[src/core/pkim_defines.vh]
`ifndef PKIM_DEFINES_VH
`define PKIM_DEFINES_VH
`define PKIM_ADDR_W 4
`define PKIM_OFF_CTRL 4'h0
`define PKIM_OFF_STATUS 4'h1
`define PKIM_OFF_MASK 4'h2
`define PKIM_OFF_EXP 4'h3
`define PKIM_OFF_PC 4'h4
`define PKIM_OFF_IRQ_EN 4'h5
`define PKIM_OFF_IRQ_CLR 4'h6
`define PKIM_OFF_IRQ_STAT 4'h7
`define PKIM_MASK_IMPL 16'h0015
`define PKIM_MASK_RESET 16'h0000
`define PKIM_BIT_DONE 0
`define PKIM_BIT_OOR 2
`define PKIM_BIT_ERDY 4
`define PKIM_CTRL_IE 0
`define PKIM_CTRL_START 1
`define PKIM_BOOT_CYCLES 12'h080
`define PKIM_WORD_CYCLES 8'h10
`define PKIM_IRQ_LAT 2
`endif

[src/core/pkim_boot_seq.v]
`timescale 1ns/1ps
`include "pkim_defines.vh"
module pkim_boot_seq #(
  parameter BOOT_CYCLES = `PKIM_BOOT_CYCLES
) (
  input wire ref_clk,
  input wire rstn,
  output reg busy_q,
  output reg done_pulse_q
);
  reg [11:0] cnt_q;
  always @(posedge ref_clk) begin
    if (!rstn) begin
      cnt_q <= 12'h000;
      busy_q <= 1'b1;
      done_pulse_q <= 1'b0;
    end else begin
      done_pulse_q <= 1'b0;
      if (busy_q) begin
        // ram clear sweep stands in as a counter
        if (cnt_q == BOOT_CYCLES - 12'h001) begin
          busy_q <= 1'b0;
          done_pulse_q <= 1'b1;
        end else begin
          cnt_q <= cnt_q + 12'h001;
        end
      end
    end
  end
endmodule

[src/core/pkim_exp_buf.v]
`timescale 1ns/1ps
`include "pkim_defines.vh"
module pkim_exp_buf #(
  parameter WORD_CYCLES = `PKIM_WORD_CYCLES
) (
  input wire ref_clk,
  input wire rstn,
  input wire run,
  input wire wr,
  input wire [31:0] wdata,
  output reg req_q,
  output reg [31:0] work_q
);
  reg [31:0] hold_q;
  reg hold_v_q;
  reg work_v_q;
  reg [7:0] use_q;
  wire consume;
  assign consume = work_v_q && (use_q == WORD_CYCLES - 8'h01);
  always @(posedge ref_clk) begin
    if (!rstn) begin
      hold_q <= 32'h00000000;
      hold_v_q <= 1'b0;
      work_q <= 32'h00000000;
      work_v_q <= 1'b0;
      use_q <= 8'h00;
      req_q <= 1'b0;
    end else begin
      if (wr) begin
        hold_q <= wdata;
        hold_v_q <= 1'b1;
      end else if ((!work_v_q || consume) && hold_v_q) begin
        hold_v_q <= 1'b0;
      end
      // two stages so the host has a full word time to answer
      if ((!work_v_q || consume) && hold_v_q) begin
        work_q <= hold_q;
        work_v_q <= 1'b1;
        use_q <= 8'h00;
      end else if (consume) begin
        work_v_q <= 1'b0;
        use_q <= 8'h00;
      end else if (work_v_q) begin
        use_q <= use_q + 8'h01;
      end
      req_q <= run && !hold_v_q && !wr;
    end
  end
endmodule

[src/core/pkim_top.v]
// Overview of operation
// - irq_q follows status changes only while global enable is set; evt_irq_q ignores it
// - a mask bit of one stops its status bit from driving irq_q; evt_irq_q is not masked
// - host may read and write the mask register
// - mask read returns bits 15:0, upper data half zero, unused bits zero
// - mask bit 4 gates the exponent word request condition
// - exponent input write clears the request and its irq_q share; its evt_irq_q event stays set until cleared
// - interrupt drops about two cycles after the exponent write
// - exponent input is double buffered, giving the host slack
// - unknown or reserved address access sets out of range status
// - routine complete sets when execution branches to location zero
// - after reset boot clears ram, stays busy, then sets routine complete
// - writing the status location clears every status bit except one that is being set in the same cycle
// - status interrupt flag mirrors the condition regardless of global enable
`timescale 1ns/1ps
`include "pkim_defines.vh"
module pkim_top #(
  parameter BOOT_CYCLES = `PKIM_BOOT_CYCLES,
  parameter WORD_CYCLES = `PKIM_WORD_CYCLES,
  parameter ROUTINE_CYCLES = 8'h40
) (
  input wire ref_clk,
  input wire rstn,
  input wire [3:0] addr,
  input wire [31:0] wdata,
  input wire wr_stb,
  input wire rd_stb,
  output reg [31:0] rdata_q,
  output reg irq_q,
  output reg busy_q,
  output reg evt_irq_q
);
  reg [15:0] mask_q;
  reg [15:0] ctrl_q;
  reg [15:0] stat_q;
  reg [10:0] pc_q;
  reg [7:0] run_cnt_q;
  reg running_q;
  reg [2:0] evt_en_q;
  reg [2:0] evt_st_q;
  reg irq_pre_q;
  reg [31:0] rdata_d;
  wire boot_busy;
  wire boot_done;
  wire erdy_req;
  wire [31:0] exp_word;
  wire known;
  wire exp_wr;
  wire stat_wr;
  wire branch0;
  wire [15:0] stat_set;
  wire [15:0] stat_next;
  wire cond;
  wire [2:0] evt_set;

  function is_known;
    input [3:0] a;
    begin
      is_known = (a <= `PKIM_OFF_IRQ_STAT);
    end
  endfunction

  pkim_boot_seq #(
    .BOOT_CYCLES(BOOT_CYCLES)
  ) u_boot (
    .ref_clk(ref_clk),
    .rstn(rstn),
    .busy_q(boot_busy),
    .done_pulse_q(boot_done)
  );

  pkim_exp_buf #(
    .WORD_CYCLES(WORD_CYCLES)
  ) u_exp (
    .ref_clk(ref_clk),
    .rstn(rstn),
    .run(running_q),
    .wr(exp_wr),
    .wdata(wdata),
    .req_q(erdy_req),
    .work_q(exp_word)
  );

  assign known = is_known(addr);
  assign exp_wr = wr_stb && (addr == `PKIM_OFF_EXP);
  assign stat_wr = wr_stb && (addr == `PKIM_OFF_STATUS);
  assign branch0 = running_q && (run_cnt_q == ROUTINE_CYCLES - 8'h01);

  assign stat_set = {11'h000,
                     erdy_req && !exp_wr,
                     1'b0,
                     (wr_stb || rd_stb) && !known,
                     1'b0,
                     boot_done || branch0};
  // set wins over clear for every flag except bit 4, where an exponent write clear wins
  assign stat_next = ((stat_wr ? 16'h0000 : stat_q) &
                      ~({11'h000, exp_wr, 4'h0})) | stat_set;
  assign cond = |(stat_q & ~mask_q & `PKIM_MASK_IMPL);
  assign evt_set = {stat_set[`PKIM_BIT_ERDY] & ~stat_q[`PKIM_BIT_ERDY],
                    stat_set[`PKIM_BIT_OOR], stat_set[`PKIM_BIT_DONE]};

  always @(posedge ref_clk) begin
    if (!rstn) begin
      mask_q <= `PKIM_MASK_RESET;
      ctrl_q <= 16'h0000;
      stat_q <= 16'h0000;
      pc_q <= 11'h000;
      run_cnt_q <= 8'h00;
      running_q <= 1'b0;
      evt_en_q <= 3'h0;
      evt_st_q <= 3'h0;
      irq_pre_q <= 1'b0;
      irq_q <= 1'b0;
      busy_q <= 1'b1;
      evt_irq_q <= 1'b0;
      rdata_q <= 32'h00000000;
    end else begin
      if (wr_stb && addr == `PKIM_OFF_MASK) begin
        mask_q <= wdata[15:0] & `PKIM_MASK_IMPL;
      end
      if (wr_stb && addr == `PKIM_OFF_CTRL) begin
        ctrl_q <= wdata[15:0];
      end
      if (wr_stb && addr == `PKIM_OFF_PC) begin
        pc_q <= wdata[10:0];
      end
      if (wr_stb && addr == `PKIM_OFF_IRQ_EN) begin
        evt_en_q <= wdata[2:0];
      end
      evt_st_q <= (evt_st_q & ~((wr_stb && addr == `PKIM_OFF_IRQ_CLR) ?
                  wdata[2:0] : 3'h0)) | evt_set;
      stat_q <= stat_next;
      if (!boot_busy && !running_q && wr_stb && addr == `PKIM_OFF_CTRL &&
          wdata[`PKIM_CTRL_START]) begin
        running_q <= 1'b1;
        run_cnt_q <= 8'h00;
      end else if (branch0) begin
        running_q <= 1'b0;
        pc_q <= 11'h000;
      end else if (running_q) begin
        run_cnt_q <= run_cnt_q + 8'h01;
        pc_q <= pc_q + 11'h001;
      end
      // two stage path gives the two cycle drop after an exponent write
      irq_pre_q <= cond;
      irq_q <= irq_pre_q && ctrl_q[`PKIM_CTRL_IE];
      busy_q <= boot_busy || running_q;
      evt_irq_q <= |(evt_st_q & evt_en_q);
      rdata_q <= rdata_d;
    end
  end

  always @* begin
    rdata_d = 32'h00000000;
    if (rd_stb) begin
      case (addr)
        `PKIM_OFF_CTRL: rdata_d = {16'h0000, ctrl_q};
        // irq flag in bit 12 ignores global enable
        `PKIM_OFF_STATUS: rdata_d = {16'h0000, stat_q[15:13], irq_pre_q,
                                     stat_q[11:0]};
        `PKIM_OFF_MASK: rdata_d = {16'h0000, mask_q & `PKIM_MASK_IMPL};
        `PKIM_OFF_EXP: rdata_d = exp_word;
        `PKIM_OFF_PC: rdata_d = {21'h00000, pc_q};
        `PKIM_OFF_IRQ_EN: rdata_d = {29'h0000000, evt_en_q};
        `PKIM_OFF_IRQ_STAT: rdata_d = {29'h0000000, evt_st_q};
        // unknown addresses read zero; host must not trust it
        default: rdata_d = 32'h00000000;
      endcase
    end
  end
endmodule

[config.mk]
export PLATFORM = sky130hd
export DESIGN_NAME = pkim_top
export DESIGN_NICKNAME = d
export VERILOG_FILES = /design/src/core/pkim_boot_seq.v /design/src/core/pkim_exp_buf.v /design/src/core/pkim_top.v
export VERILOG_INCLUDE_DIRS = /design/src /design/src/core
export SDC_FILE = /design/constraint.sdc
export NUM_CORES = 1
export LEC_CHECK = 0
export BUFFER_PORTS_ARGS = -buffer_cell sky130_fd_sc_hd__buf_4
export CAP_MARGIN = 20
export CELL_PAD_IN_SITES_DETAIL_PLACEMENT = 0
export CELL_PAD_IN_SITES_GLOBAL_PLACEMENT = 1
export CORE_ASPECT_RATIO = 1.2
export CORE_MARGIN = 4
export CORE_UTILIZATION = 50
export CTS_BUF_LIST = sky130_fd_sc_hd__clkbuf_4 sky130_fd_sc_hd__clkbuf_8
export DETAILED_ROUTE_END_ITERATION = 16
export GPL_ROUTABILITY_DRIVEN = 0
export GPL_TIMING_DRIVEN = 0
export PLACE_DENSITY_LB_ADDON = 0.1
export SLEW_MARGIN = 20
export SYNTH_ARGS = -nofsm -noshare
export SYNTH_HDL_FRONTEND = slang
export SYNTH_HIERARCHICAL = 1
export SYNTH_SLANG_ARGS = --single-unit
export TNS_END_PERCENT = 30
[constraint.sdc]
create_clock -name ref_clk -period 5.1 [get_ports ref_clk]
set_input_delay 1.53 -clock ref_clk [delete_from_list [all_inputs] [get_ports ref_clk]]
set_output_delay 1.53 -clock ref_clk [all_outputs]
set_load 0.1 [all_outputs]
After elaboration in Yosys (flattened, before gate mapping)
Cells that the tools add are included.
{ "classes": {"n_mul": 0, "eq_ne": 10, "bitwise_logic": 14, "reduce_logical": 41, "mux": 16, "order_cmp": 1, "shift": 0, "addsub": 4, "n_div": 0} }
{ "op_table": {"columns": ["operator", "n"], "rows": [
  ["$pmux 32 s7", 1],
  ["$mux 11", 4],
  ["$logic_and 1x1->1", 19],
  ["$add 8x1->8 const B", 2],
  ["$and 16x16->16", 1],
  ["$eq 4x3->1 const B", 4],
  ["$mux 16", 1],
  ["$not 5->16", 1],
  ["$or 16x5->16", 1],
  ["$add 12x1->12 const B", 1],
  ["$eq 12x7->1 const B", 1],
  ["$add 11x1->11 const B", 1],
  ["$mux 1", 9],
  ["$reduce_or 3->1", 3],
  ["$eq 4x2->1 const B", 2],
  ["$eq 8x4->1 const B", 1],
  ["$eq 8x6->1 const B", 1],
  ["$reduce_and 2->1", 4],
  ["$and 3x3->3", 2],
  ["$logic_not 1->1", 6],
  ["$reduce_bool 2->1", 3],
  ["$and 5x5->5", 1],
  ["$not 5->5", 1],
  ["$eq 4x1->1 const B", 1],
  ["9 further kinds", 15]
]} }
{ "totals": {"inputBits": 40, "ramBits": 0, "output_inout_bits": 35, "elab_cells": 108, "register_bits": 186, "latch_bits": 0, "romBits": 0, "memories": 0} }

Logic depth before layout (Yosys ltp)
Gate-level depths: netlist of run 1.
{ "logic_depth": {"word_depth": 6, "ltp_mapped": 8, "ltp_nobuf": 5} }

By module
The synthesis of run 1 kept the hierarchy.
{ "modules_own_cells": {"columns": ["mod", "seq_area_each_um2", "area_per_inst_um2", "cells_each", "instances"], "rows": [
  ["pkim_top", 1681.6, 3564.7, 406, 1],
  ["pkim_exp_buf", 1501.4, 2966.6, 295, 1],
  ["pkim_boot_seq", 280.3, 680.7, 72, 1]
]} }

Least setup slack after synthesis of run 1
No wires, ideal clock.
{ "synth_timing": {"path_type": "input to register", "from": "input addr[3]", "to": "register u_exp.hold_q[10]", "setup_ns": 0.116, "path_stages": 8, "t_arrival_ns": 3.169, "setup_slack_ns": 1.815, "n_path_buf": 4, "t_required_ns": 4.984, "path_cell_list": "buf_2 -> and4bb_2 -> buf_2 -> and2_1 -> clkbuf_1 -> buf_2 -> mux2i_1 -> nor2b_1"} }
{ "synth_via": {"elab_chain_len": 2} }
{ "synth_lines": {"columns": ["item", "line", "rtl"], "rows": [
  ["start, declared", "pkim_top.v:24", "input wire [3:0] addr,"],
  ["$eq 4x2->1", null, null],
  ["$logic_and 1x1->1", "pkim_top.v:85", "assign exp_wr = wr_stb && (addr == `PKIM_OFF_EXP);"],
  ["named net exp_wr", "pkim_top.v:48", "wire exp_wr;"],
  ["end signal, assigned", "pkim_exp_buf.v:30", "hold_q <= wdata;"],
  ["end, declared", "pkim_exp_buf.v:14", "reg [31:0] hold_q;"]
]} }
The timed path passes the listed nets, and every way through them passes these cells.
A chain may end at the register's enable or synchronous reset.

Final worst setup path of run 1
{ "layout_timing": {"from": "input addr[3]", "to": "register u_exp.hold_q[7]"} }
The elaborated chain is that of the path after synthesis.

==> impl_metrics.py, run 1 <==
metrics = {
    "placed_design": {
        "pre_cts_ws_ns": 1.34,
        "dp.cells": 1014,
        "dpl_cell_area_um2": 7950,
        "portBuffers": 70,
        "dpl.hpwl_mm": 12.8,
    },
    "sta": {
        "timing.hold.ws_ns": 0.458,
        "finalMaxSlewViolations": 0,
        "fmax_ghz": 0.302,
        "tns_ns": 0,
        "tightest_slew_ns": 0.549,
        "relSlewSlack": 0.634,
        "hold_viol": 0,
        "rsz0062_at_grt": "no",
        "post-route-period-util": 0.649,
        "finalClockSkew_ns": 0.00745,
        "min_period_ns": 3.31,
        "setup_ws_ns": 1.79,
        "setup_viol": 0,
    },
    "critical_path": {
        "path_common_cell": "buf_2",
        "crit_family": "buffers and inverters",
        "crit_chain": "buf_2, and4bb_2, buf_2, and2_1, clkbuf_1, buf_2, mux2i_1, nor2b_1",
        "critical_path_buf_inv_count": 4,
        "cpPeakStageDelay_ns": 0.44,
        "worstPathArrival_ns": 3.65,
        "path_max_fanout": 10,
        "path_class": "input port to register",
        "crit_required_ns": 5.43,
        "slowest_stage": "and4bb_2",
        "cp-end-kind": "register",
        "startpoint_type": "input port",
    },
    "floorplanning": {
        "rows": 47,
        "die_width_um": 118,
        "core_area_um2": 14000,
        "start_util": 0.515,
        "fp.dieH_um": 140,
        "dieArea_um2": 16400,
        "ios": 75,
    },
    "route": {
        "ant_nets": 0,
        "routed_wl_mm": 17.6,
        "wire_per_inst_um": 16.8,
        "dr.pass1.iters": 6,
        "viasPerCell": 5.53,
        "drc": 0,
        "drt_iter0_drc": 409,
        "vias": 5779,
    },
    "synth": {
        "yosysMostFrequentCell": "dfxtp_1",
        "ys_ff_latch": 173,
        "synth_top_area_frac": 0.480,
        "syn_inst": 773,
        "synth.cell_area_um2": 7210,
        "synthTopCellsByArea": "dfxtp_1 (48%), mux2i_1 (11%), nand2_1 (6.7%), a21oi_1 (3.5%), nor2b_1 (3.0%)",
        "synthArstFlopShare": 0,
        "ys.warnings.count": 6,
        "postSynth.topFlopCell": "dfxtp_1",
        "ys_types": 67,
        "syn-mean-instance-area_um2": 9.33,
        "ys_top_cells_by_count": "dfxtp_1 (173), nand2_1 (129), mux2i_1 (78)",
        "synth_edf_count": 0,
        "ys_seq_area_frac": 0.480,
        "synth_top_area_cell": "dfxtp_1",
        "syn-num-nets": 817,
    },
    "pwr": {
        "power_frac_comb": 0.053,
        "p_leak_nw": 2.96,
        "p_sw_mw": 0.581,
        "p_clk_frac": 0.389,
        "p_per_area_nw_per_um2": 294,
        "switching_share": 0.237,
        "p_seq_frac": 0.558,
        "intPower_mw": 1.87,
        "vdd_ir_drop_max_mv": 0.159,
    },
    "grt": {
        "grt_pass1_vias": 5708,
        "antenna_found_initial": 0,
        "grt_pass1_wl_mm": 28.6,
        "grt-ovfl-total": 0,
        "grt_max_degree": 17,
        "grt_usage": 0.214,
    },
    "hold_path": {
        "hold_class": "register to register",
    },
    "clock_tree": {
        "cts-root-buf": "clkbuf_8",
        "post-cts-setup-buffer-count": 0,
        "ctsHtreeMaxLevel": 4,
        "clock_latency_ns": 0.44,
        "numCtsBuffers": 17,
        "clock-sinks": 173,
        "cts_buffer_depth": 2,
        "cts.clk_slew.worst_paths_ns": 0.09,
        "ctsHoldBuffers": 0,
        "cts_resized": 0,
        "cts_tree": "built",
    },
    "cells_and_area": {
        "fin_cells": 1045,
        "final_area_um2": 8350,
        "diodes": 0,
        "syn2layout_area_growth_pct": 15.8,
        "nNetsFinal": 906,
        "drive_above_1_share": 0.169,
    },
    "job": {
        "maxCapViolations": 0,
    },
    "status": {
        "status": "complete, no violations",
    },
}
path summary, 6_finish.rpt:
path | end | start | depth (start not counted) | slack [ns]
worst min register to register | ctrl_q[4] | ctrl_q[4] | 2 | 0.46
worst max-delay path | u_exp/hold_q[7] | addr[3] | 8 | 1.79
worst max register to register | u_exp/work_q[1] | u_exp/use_q[0] | 5 | 3.16
worst min-delay path | ctrl_q[4] | ctrl_q[4] | 2 | 0.46
tightest hold or removal path: cells and delay by family, from the launching register on:
| family | cells | cell delay [ns] |
|---|---|---|
| flip-flops | 1 | 0.32 |
| AND/OR/NAND/NOR | 1 | 0.05 |
| AO/OA/AOI/OAI | 1 | 0.05 |
through the flow:
stage	power, mW	util
3_5_place_dp	1.53	0.568
4_1_cts	2.48	0.597
3_3_place_gp	1.53	0.568
5_1_grt	2.55	0.597
6_report	2.46	0.597
2_1_floorplan	1.47	-
cell families (layout without fill, tap and decap cells):
logic type	after synthesis	after routing	synth area share
adders and majority gates	4	4	0.00694
and+or+nand+nor	312	312	0.222
xor gates and xnor gates	19	19	0.0231
muxes	80	80	0.113
DFF	173	173	0.480
buffers and inverters	59	160	0.0390
AOI/OAI and AO/OA	126	126	0.116
area by class of cell:
class	count	area (um2)
fill	1286	5650
clock buffer	19	262
timing repair buffer	70	526
multi-input combinational	541	3470
sequential	173	3460
clock inverter	12	138
tap	171	214
inverter	14	52.6
buffer	45	229
power groups by stage:
stage / Sequential, mW / Clock, mW / Combinational, mW
detailed placement: 1.40 / 0 / 0.130
global placement: 1.40 / 0 / 0.128
finish: 1.37 / 0.956 / 0.130
CTS: 1.37 / 0.981 / 0.130
global route: 1.37 / 1.03 / 0.142
floorplan: 1.40 / 0 / 0.0719
flip-flops by register name, indices dropped and copies added, names as in the netlist, 3 cells and up:
name	flops
ctrl_q	16
evt_en_q	3
evt_st_q	3
mask_q	3
pc_q	11
rdata_q	32
run_cnt_q	8
stat_q	3
u_boot/cnt_q	12
u_exp/hold_q	32
u_exp/use_q	8
u_exp/work_q	32
per-layer routing:
layer | vias up | part of all wire | track usage
met5 | - | 0 | 0
met4 | 0 | 0.024 | 0.0895
met3 | 35 | 0.046 | 0.0446
met2 | 166 | 0.49 | 0.359
met1 | 2732 | 0.44 | 0.270
li1 | 2846 | - | -
layout by cell type (no fill, tap or decap), types with 9 or more instances in the layout:
| master | n |
|---|---|
| buf_4 | 74 |
| a21oi_1 | 51 |
| nand2_1 | 129 |
| dfxtp_1 | 173 |
| nor2_1 | 44 |
| inv_1 | 14 |
| o21a_1 | 10 |
| nand3_1 | 27 |
| a22oi_1 | 14 |
| buf_2 | 18 |
| mux2i_1 | 78 |
| nor3_1 | 9 |
| nor2b_1 | 35 |
| xnor2_1 | 11 |
| o21ai_0 | 17 |
| clkbuf_1 | 20 |
| and2_1 | 20 |
| clkbuf_8 | 19 |
Power figures use the tool's default switching activity.
==> run 2: changes to the inputs <==
--- a/config.mk
+++ b/config.mk
@@ -6,13 +6,14 @@
 export SDC_FILE = /design/constraint.sdc
 export NUM_CORES = 1
 export LEC_CHECK = 0
+export ABC_AREA = 1
 export BUFFER_PORTS_ARGS = -buffer_cell sky130_fd_sc_hd__buf_4
 export CAP_MARGIN = 20
 export CELL_PAD_IN_SITES_DETAIL_PLACEMENT = 0
 export CELL_PAD_IN_SITES_GLOBAL_PLACEMENT = 1
 export CORE_ASPECT_RATIO = 1.2
 export CORE_MARGIN = 4
-export CORE_UTILIZATION = 50
+export CORE_UTILIZATION = 40
 export CTS_BUF_LIST = sky130_fd_sc_hd__clkbuf_4 sky130_fd_sc_hd__clkbuf_8
 export DETAILED_ROUTE_END_ITERATION = 16
 export GPL_ROUTABILITY_DRIVEN = 0
==> constraint.sdc (replaced) <==
create_clock -name ref_clk -period 2.7 [get_ports ref_clk]
set_input_delay 0.81 -clock ref_clk [delete_from_list [all_inputs] [get_ports ref_clk]]
set_output_delay 0.81 -clock ref_clk [all_outputs]
set_load 0.1 [all_outputs]
==> impl_metrics.py, run 2 <==
metrics = {
    "placed_design": {
        "dp.cells": 1294,
        "pre_cts_ws_ns": 0.0620,
        "portBuffers": 74,
        "dpl.hpwl_mm": 14.2,
        "dpl_cell_area_um2": 8200,
    },
    "sta": {
        "finalClockSkew_ns": 0.0115,
        "setup_viol": 0,
        "setup_ws_ns": 0.571,
        "post-route-period-util": 0.789,
        "tns_ns": 0,
        "rsz0062_at_grt": "no",
        "finalMaxSlewViolations": 0,
        "relSlewSlack": 0.572,
        "fmax_ghz": 0.470,
        "tightest_slew_ns": 0.639,
        "min_period_ns": 2.13,
        "timing.hold.ws_ns": 0.447,
        "hold_viol": 0,
    },
    "pwr": {
        "vdd_ir_drop_max_mv": 0.312,
        "intPower_mw": 3.55,
        "p_per_area_nw_per_um2": 556,
        "power_frac_comb": 0.059,
        "switching_share": 0.260,
        "p_sw_mw": 1.25,
        "p_seq_frac": 0.543,
        "p_leak_nw": 3.56,
        "p_total_mw": 4.79,
        "p_clk_frac": 0.398,
    },
    "route": {
        "dr.pass1.iters": 5,
        "vias": 6478,
        "viasPerCell": 4.89,
        "wire_per_inst_um": 14.7,
        "ant_nets": 0,
        "routed_wl_mm": 19.5,
        "drt_iter0_drc": 418,
        "drc": 0,
    },
    "critical_path": {
        "path_max_fanout": 10,
        "cp-end-kind": "register",
        "crit_required_ns": 3.04,
        "timing.rr.start": "run_cnt_q[0]",
        "startpoint_type": "input port",
        "r2r_cells": 8,
        "r2r-end": "pc_q[6]",
        "worstPathArrival_ns": 2.47,
        "path_class": "input port to register",
        "r2r_slack_ns": 1.12,
    },
    "status": {
        "status": "complete, no violations",
    },
    "synth": {
        "synth.cell_area_um2": 7370,
        "synthTopCellsByArea": "dfxtp_1 (47%), nand2_1 (10%), a21oi_1 (7.5%), inv_1 (6.1%), nor2_1 (5.7%)",
        "ys_top_cells_by_count": "nand2_1 (202), dfxtp_1 (173), inv_1 (119)",
        "synth_top_area_frac": 0.470,
        "syn-num-nets": 1040,
        "syn-mean-instance-area_um2": 7.40,
        "syn_inst": 996,
        "synth_top_area_cell": "dfxtp_1",
        "ys_ff_latch": 173,
        "ys_seq_area_frac": 0.470,
        "postSynth.topFlopCell": "dfxtp_1",
        "ys.warnings.count": 6,
        "ys_types": 35,
        "synth_edf_count": 0,
        "yosysMostFrequentCell": "nand2_1",
        "synthArstFlopShare": 0,
    },
    "hold_path": {
        "hp-start": "u_exp/work_q[18]",
        "hold_class": "register to register",
        "hold_path_depth": 2,
        "hold_end": "rdata_q[18]",
    },
    "floorplanning": {
        "die_width_um": 132,
        "fp.dieH_um": 157,
        "ios": 75,
        "dieArea_um2": 20700,
        "core_area_um2": 18200,
        "rows": 54,
        "start_util": 0.405,
    },
    "cells_and_area": {
        "diodes": 0,
        "largestRegisters": "rdata_q: 32 flops, u_exp/hold_q: 32 flops, u_exp/work_q: 32 flops",
        "final_area_um2": 8610,
        "final_cell_mix": "nand2_1 (202), dfxtp_1 (173), inv_1 (119)",
        "nNetsFinal": 1133,
        "n_fill_cell": 1935,
        "layout_commonest_cell": "nand2_1",
        "syn2layout_area_growth_pct": 16.9,
        "post-route-util": 0.474,
        "fin_cells": 1326,
        "drive_above_1_share": 0.152,
    },
    "grt": {
        "antenna_found_initial": 0,
        "grt-ovfl-total": 0,
        "grt_max_degree": 18,
        "grt_pass1_vias": 6141,
        "grt_pass1_wl_mm": 31.7,
        "grt_usage": 0.193,
    },
    "clock_tree": {
        "clock-sinks": 173,
        "cts.clk_slew.worst_paths_ns": 0.10,
        "cts_tree": "built",
        "cts_resized": 0,
        "clock_latency_ns": 0.46,
        "cts-root-buf": "clkbuf_8",
        "ctsHoldBuffers": 0,
        "cts_buffer_depth": 2,
        "post-cts-setup-buffer-count": 0,
        "ctsHtreeMaxLevel": 4,
        "numCtsBuffers": 17,
    },
    "job": {
        "maxCapViolations": 0,
    },
}
==> run 2: how the worst max path moves through the flow <==
stage	from	to	cells past startpoint
3_5_place_dp	addr[3]	u_exp/hold_q[17]	11
2_1_floorplan	addr[3]	u_exp/hold_q[18]	10
3_3_place_gp	addr[3]	u_exp/hold_q[17]	11
6_report	addr[3]	u_exp/hold_q[17]	11
4_1_cts	addr[3]	u_exp/hold_q[17]	11
5_1_grt	addr[3]	u_exp/hold_q[19]	11
==> run 2: layout make-up <==
type                       count  area, um2  share of cell area
tap                          224        280              0.0325
buffer                        45        272              0.0315
timing repair buffer          74        556              0.0645
clock inverter                15        176              0.0205
inverter                     127        477              0.0553
multi-input combinational    651       3160               0.366
clock buffer                  17        234              0.0272
sequential                   173       3460               0.402
==> run 2: cells by family after synthesis <==
group / Yosys count / synth area share
compound gates: 206 / 0.150
xor+xnor: 15 / 0.0178
fa+ha+maj: 4 / 0.00679
buf+inv: 172 / 0.102
flops: 173 / 0.470
mux: 1 / 0.00136
simple gates: 425 / 0.252
==> run 2: critical path, stage by stage <==
cell      delay (ns)
buf_4           0.12
inv_2           0.05
nand2_1         0.14
nor2_4          0.30
nand2_1         0.11
inv_1           0.12
inv_1           0.06
buf_2           0.17
clkbuf_1        0.23
o21ai_0         0.27
a21oi_1         0.07
==> run 2: layer usage <==
layer  wire length (um)  share of wire  GRT usage  up-vias
met5                  0              0          0        -
met1               9270           0.47      0.252     2975
met4                252          0.013     0.0600        0
met3                618          0.032     0.0328       16
li1                   -              -          -     3381
met2               9400           0.48      0.330      106
==> run 2: power groups by stage <==
stage / combinational, mW / clock, mW / sequential, mW
6_report: 0.282 / 1.91 / 2.60
5_1_grt: 0.316 / 2.07 / 2.61
4_1_cts: 0.285 / 1.98 / 2.60
3_5_place_dp: 0.284 / 0 / 2.66
3_3_place_gp: 0.284 / 0 / 2.66
2_1_floorplan: 0.157 / 0 / 2.66
==> run 3: changes to the inputs <==
--- a/config.mk
+++ b/config.mk
@@ -13,7 +13,7 @@
 export CELL_PAD_IN_SITES_GLOBAL_PLACEMENT = 1
 export CORE_ASPECT_RATIO = 1.2
 export CORE_MARGIN = 4
-export CORE_UTILIZATION = 40
+export CORE_UTILIZATION = 45
 export CTS_BUF_LIST = sky130_fd_sc_hd__clkbuf_4 sky130_fd_sc_hd__clkbuf_8
 export DETAILED_ROUTE_END_ITERATION = 16
 export GPL_ROUTABILITY_DRIVEN = 0
==> constraint.sdc (replaced) <==
create_clock -name ref_clk -period 2.2 [get_ports ref_clk]
set_input_delay 0.66 -clock ref_clk [delete_from_list [all_inputs] [get_ports ref_clk]]
set_output_delay 0.66 -clock ref_clk [all_outputs]
set_load 0.1 [all_outputs]
==> impl_metrics.py, run 3 (synthesis results as in run 2) <==
metrics = {
    "pwr": {
        "p_seq_frac": 0.536,
        "vdd_ir_drop_max_mv": 0.436,
        "p_clk_frac": 0.407,
        "p_sw_mw": 1.46,
        "p_leak_nw": 3.58,
        "p_per_area_nw_per_um2": 691,
        "power_frac_comb": 0.057,
        "intPower_mw": 4.50,
        "p_total_mw": 5.96,
        "switching_share": 0.245,
    },
    "clock_tree": {
        "clock_latency_ns": 0.45,
        "ctsHtreeMaxLevel": 4,
        "cts-root-buf": "clkbuf_8",
        "cts_resized": 0,
        "ctsHoldBuffers": 0,
        "clock-sinks": 173,
        "cts_tree": "built",
        "numCtsBuffers": 17,
        "post-cts-setup-buffer-count": 0,
        "cts_buffer_depth": 2,
        "cts.clk_slew.worst_paths_ns": 0.09,
    },
    "sta": {
        "finalClockSkew_ns": 0.0109,
        "min_period_ns": 1.98,
        "hold_viol": 0,
        "relSlewSlack": 0.565,
        "finalMaxSlewViolations": 0,
        "rsz0062_at_grt": "no",
        "post-route-period-util": 0.901,
        "tightest_slew_ns": 0.650,
        "fmax_ghz": 0.504,
        "timing.hold.ws_ns": 0.446,
        "setup_viol": 0,
    },
    "route": {
        "drt_iter0_drc": 363,
        "wire_per_inst_um": 14.2,
        "routed_wl_mm": 18.7,
        "vias": 6466,
        "ant_nets": 0,
        "drc": 0,
        "viasPerCell": 4.92,
        "dr.pass1.iters": 5,
    },
    "grt": {
        "grt_usage": 0.202,
        "grt_pass1_wl_mm": 30.1,
        "grt_pass1_vias": 5969,
        "grt_max_degree": 17,
        "grt-ovfl-total": 0,
        "antenna_found_initial": 0,
    },
    "critical_path": {
        "critical_path_buf_inv_count": 6,
        "crit_chain": "buf_4, inv_2, nand2_1, nor2_4, nand2_1, inv_1, inv_1, buf_2, clkbuf_1, o21ai_0, a21oi_1",
        "crit_family": "buffers and inverters",
        "path_class": "input port to register",
        "crit_required_ns": 2.53,
        "worstPathArrival_ns": 2.31,
        "path_max_fanout": 10,
        "timing.rr.start": "run_cnt_q[0]",
        "cpPeakStageDelay_ns": 0.27,
        "worstSetupStartpoint": "addr[3]",
        "slowest_stage": "nor2_4",
        "startpoint_type": "input port",
        "cp-end-kind": "register",
    },
    "floorplanning": {
        "ios": 75,
        "rows": 51,
        "start_util": 0.456,
        "fp.dieH_um": 148,
        "die_width_um": 125,
        "core_area_um2": 16100,
        "dieArea_um2": 18500,
    },
    "status": {
        "status": "complete, no violations",
    },
    "cells_and_area": {
        "post-route-util": 0.534,
        "syn2layout_area_growth_pct": 17.0,
        "fin_cells": 1314,
        "nNetsFinal": 1133,
        "drive_above_1_share": 0.152,
        "largestRegisters": "rdata_q: 32 flops, u_exp/hold_q: 32 flops, u_exp/work_q: 32 flops",
        "final_area_um2": 8620,
        "layout_commonest_cell": "nand2_1",
        "final_cell_mix": "nand2_1 (202), dfxtp_1 (173), inv_1 (119)",
        "diodes": 0,
    },
    "job": {
        "maxCapViolations": 0,
    },
    "hold_path": {
        "hp-start": "u_exp/work_q[27]",
        "hold_class": "register to register",
    },
    "placed_design": {
        "dp.cells": 1282,
        "dpl.hpwl_mm": 13.9,
        "portBuffers": 74,
        "dpl_cell_area_um2": 8190,
    },
}
[run 3: changes by cell type in the layout (fill, tap and decap cells not counted)]
cell and change:
clkbuf_4 +1, clkbuf_8 +1, inv_8 -1, clkinvlp_4 -1
inv_6 -1, bufinv_16 +1
[run 3: cell type report]
| cell class | instances | area, um2 |
|---|---|---|
| clock inverters | 13 | 179 |
| flip-flops and latches | 173 | 3460 |
| plain buffers | 45 | 272 |
| fillers | 1645 | 7520 |
| multi-input cells | 651 | 3160 |
| inverters | 127 | 477 |
| clock buffers | 19 | 255 |
| well taps | 212 | 265 |
| repair buffers | 74 | 556 |
[run 3: power by group through the flow]
stage	combinational [mW]	sequential, mW	clock, mW
CTS	0.344	3.19	2.49
detailed placement	0.343	3.27	0
floorplan	0.192	3.27	0
global route	0.380	3.20	2.61
finish	0.342	3.19	2.42
global placement	0.342	3.27	0
[run 3: final timing paths]
check,to,slack [ns],depth (start not counted)
worst min-delay path,rdata_q[27],0.45,2
worst min register to register,rdata_q[27],0.45,2
worst max register to register,pc_q[6],0.65,8
worst max-delay path,u_exp/hold_q[13],0.22,11
[run 3: stage by stage]
step,TNS [ns],worst slack [ns]
after floorplan,0,0.353
after global placement,-4.11,-0.217
after detailed placement,-4.70,-0.259
after CTS,0,0.233
after global routing,0,0.0658
final,0,0.218
[run 3: routing by layer]
| layer | GRT usage | part of all wire | vias to the layer above |
|---|---|---|---|
| met4 | 0.0515 | 0.0088 | 0 |
| li1 | - | - | 3376 |
| met3 | 0.0420 | 0.047 | 13 |
| met5 | 0 | 0 | - |
| met2 | 0.343 | 0.48 | 129 |
| met1 | 0.264 | 0.46 | 2948 |
[run 3: worst reg2reg max path, stage by stage, from the launching register on]
cell and delay, ns:
dfxtp_1 0.38, ha_1 0.22, nand2_1 0.09, nor2_2 0.13, nand3_2 0.09, nand2_2 0.18
nor2_4 0.08, inv_1 0.17, o21ai_0 0.11
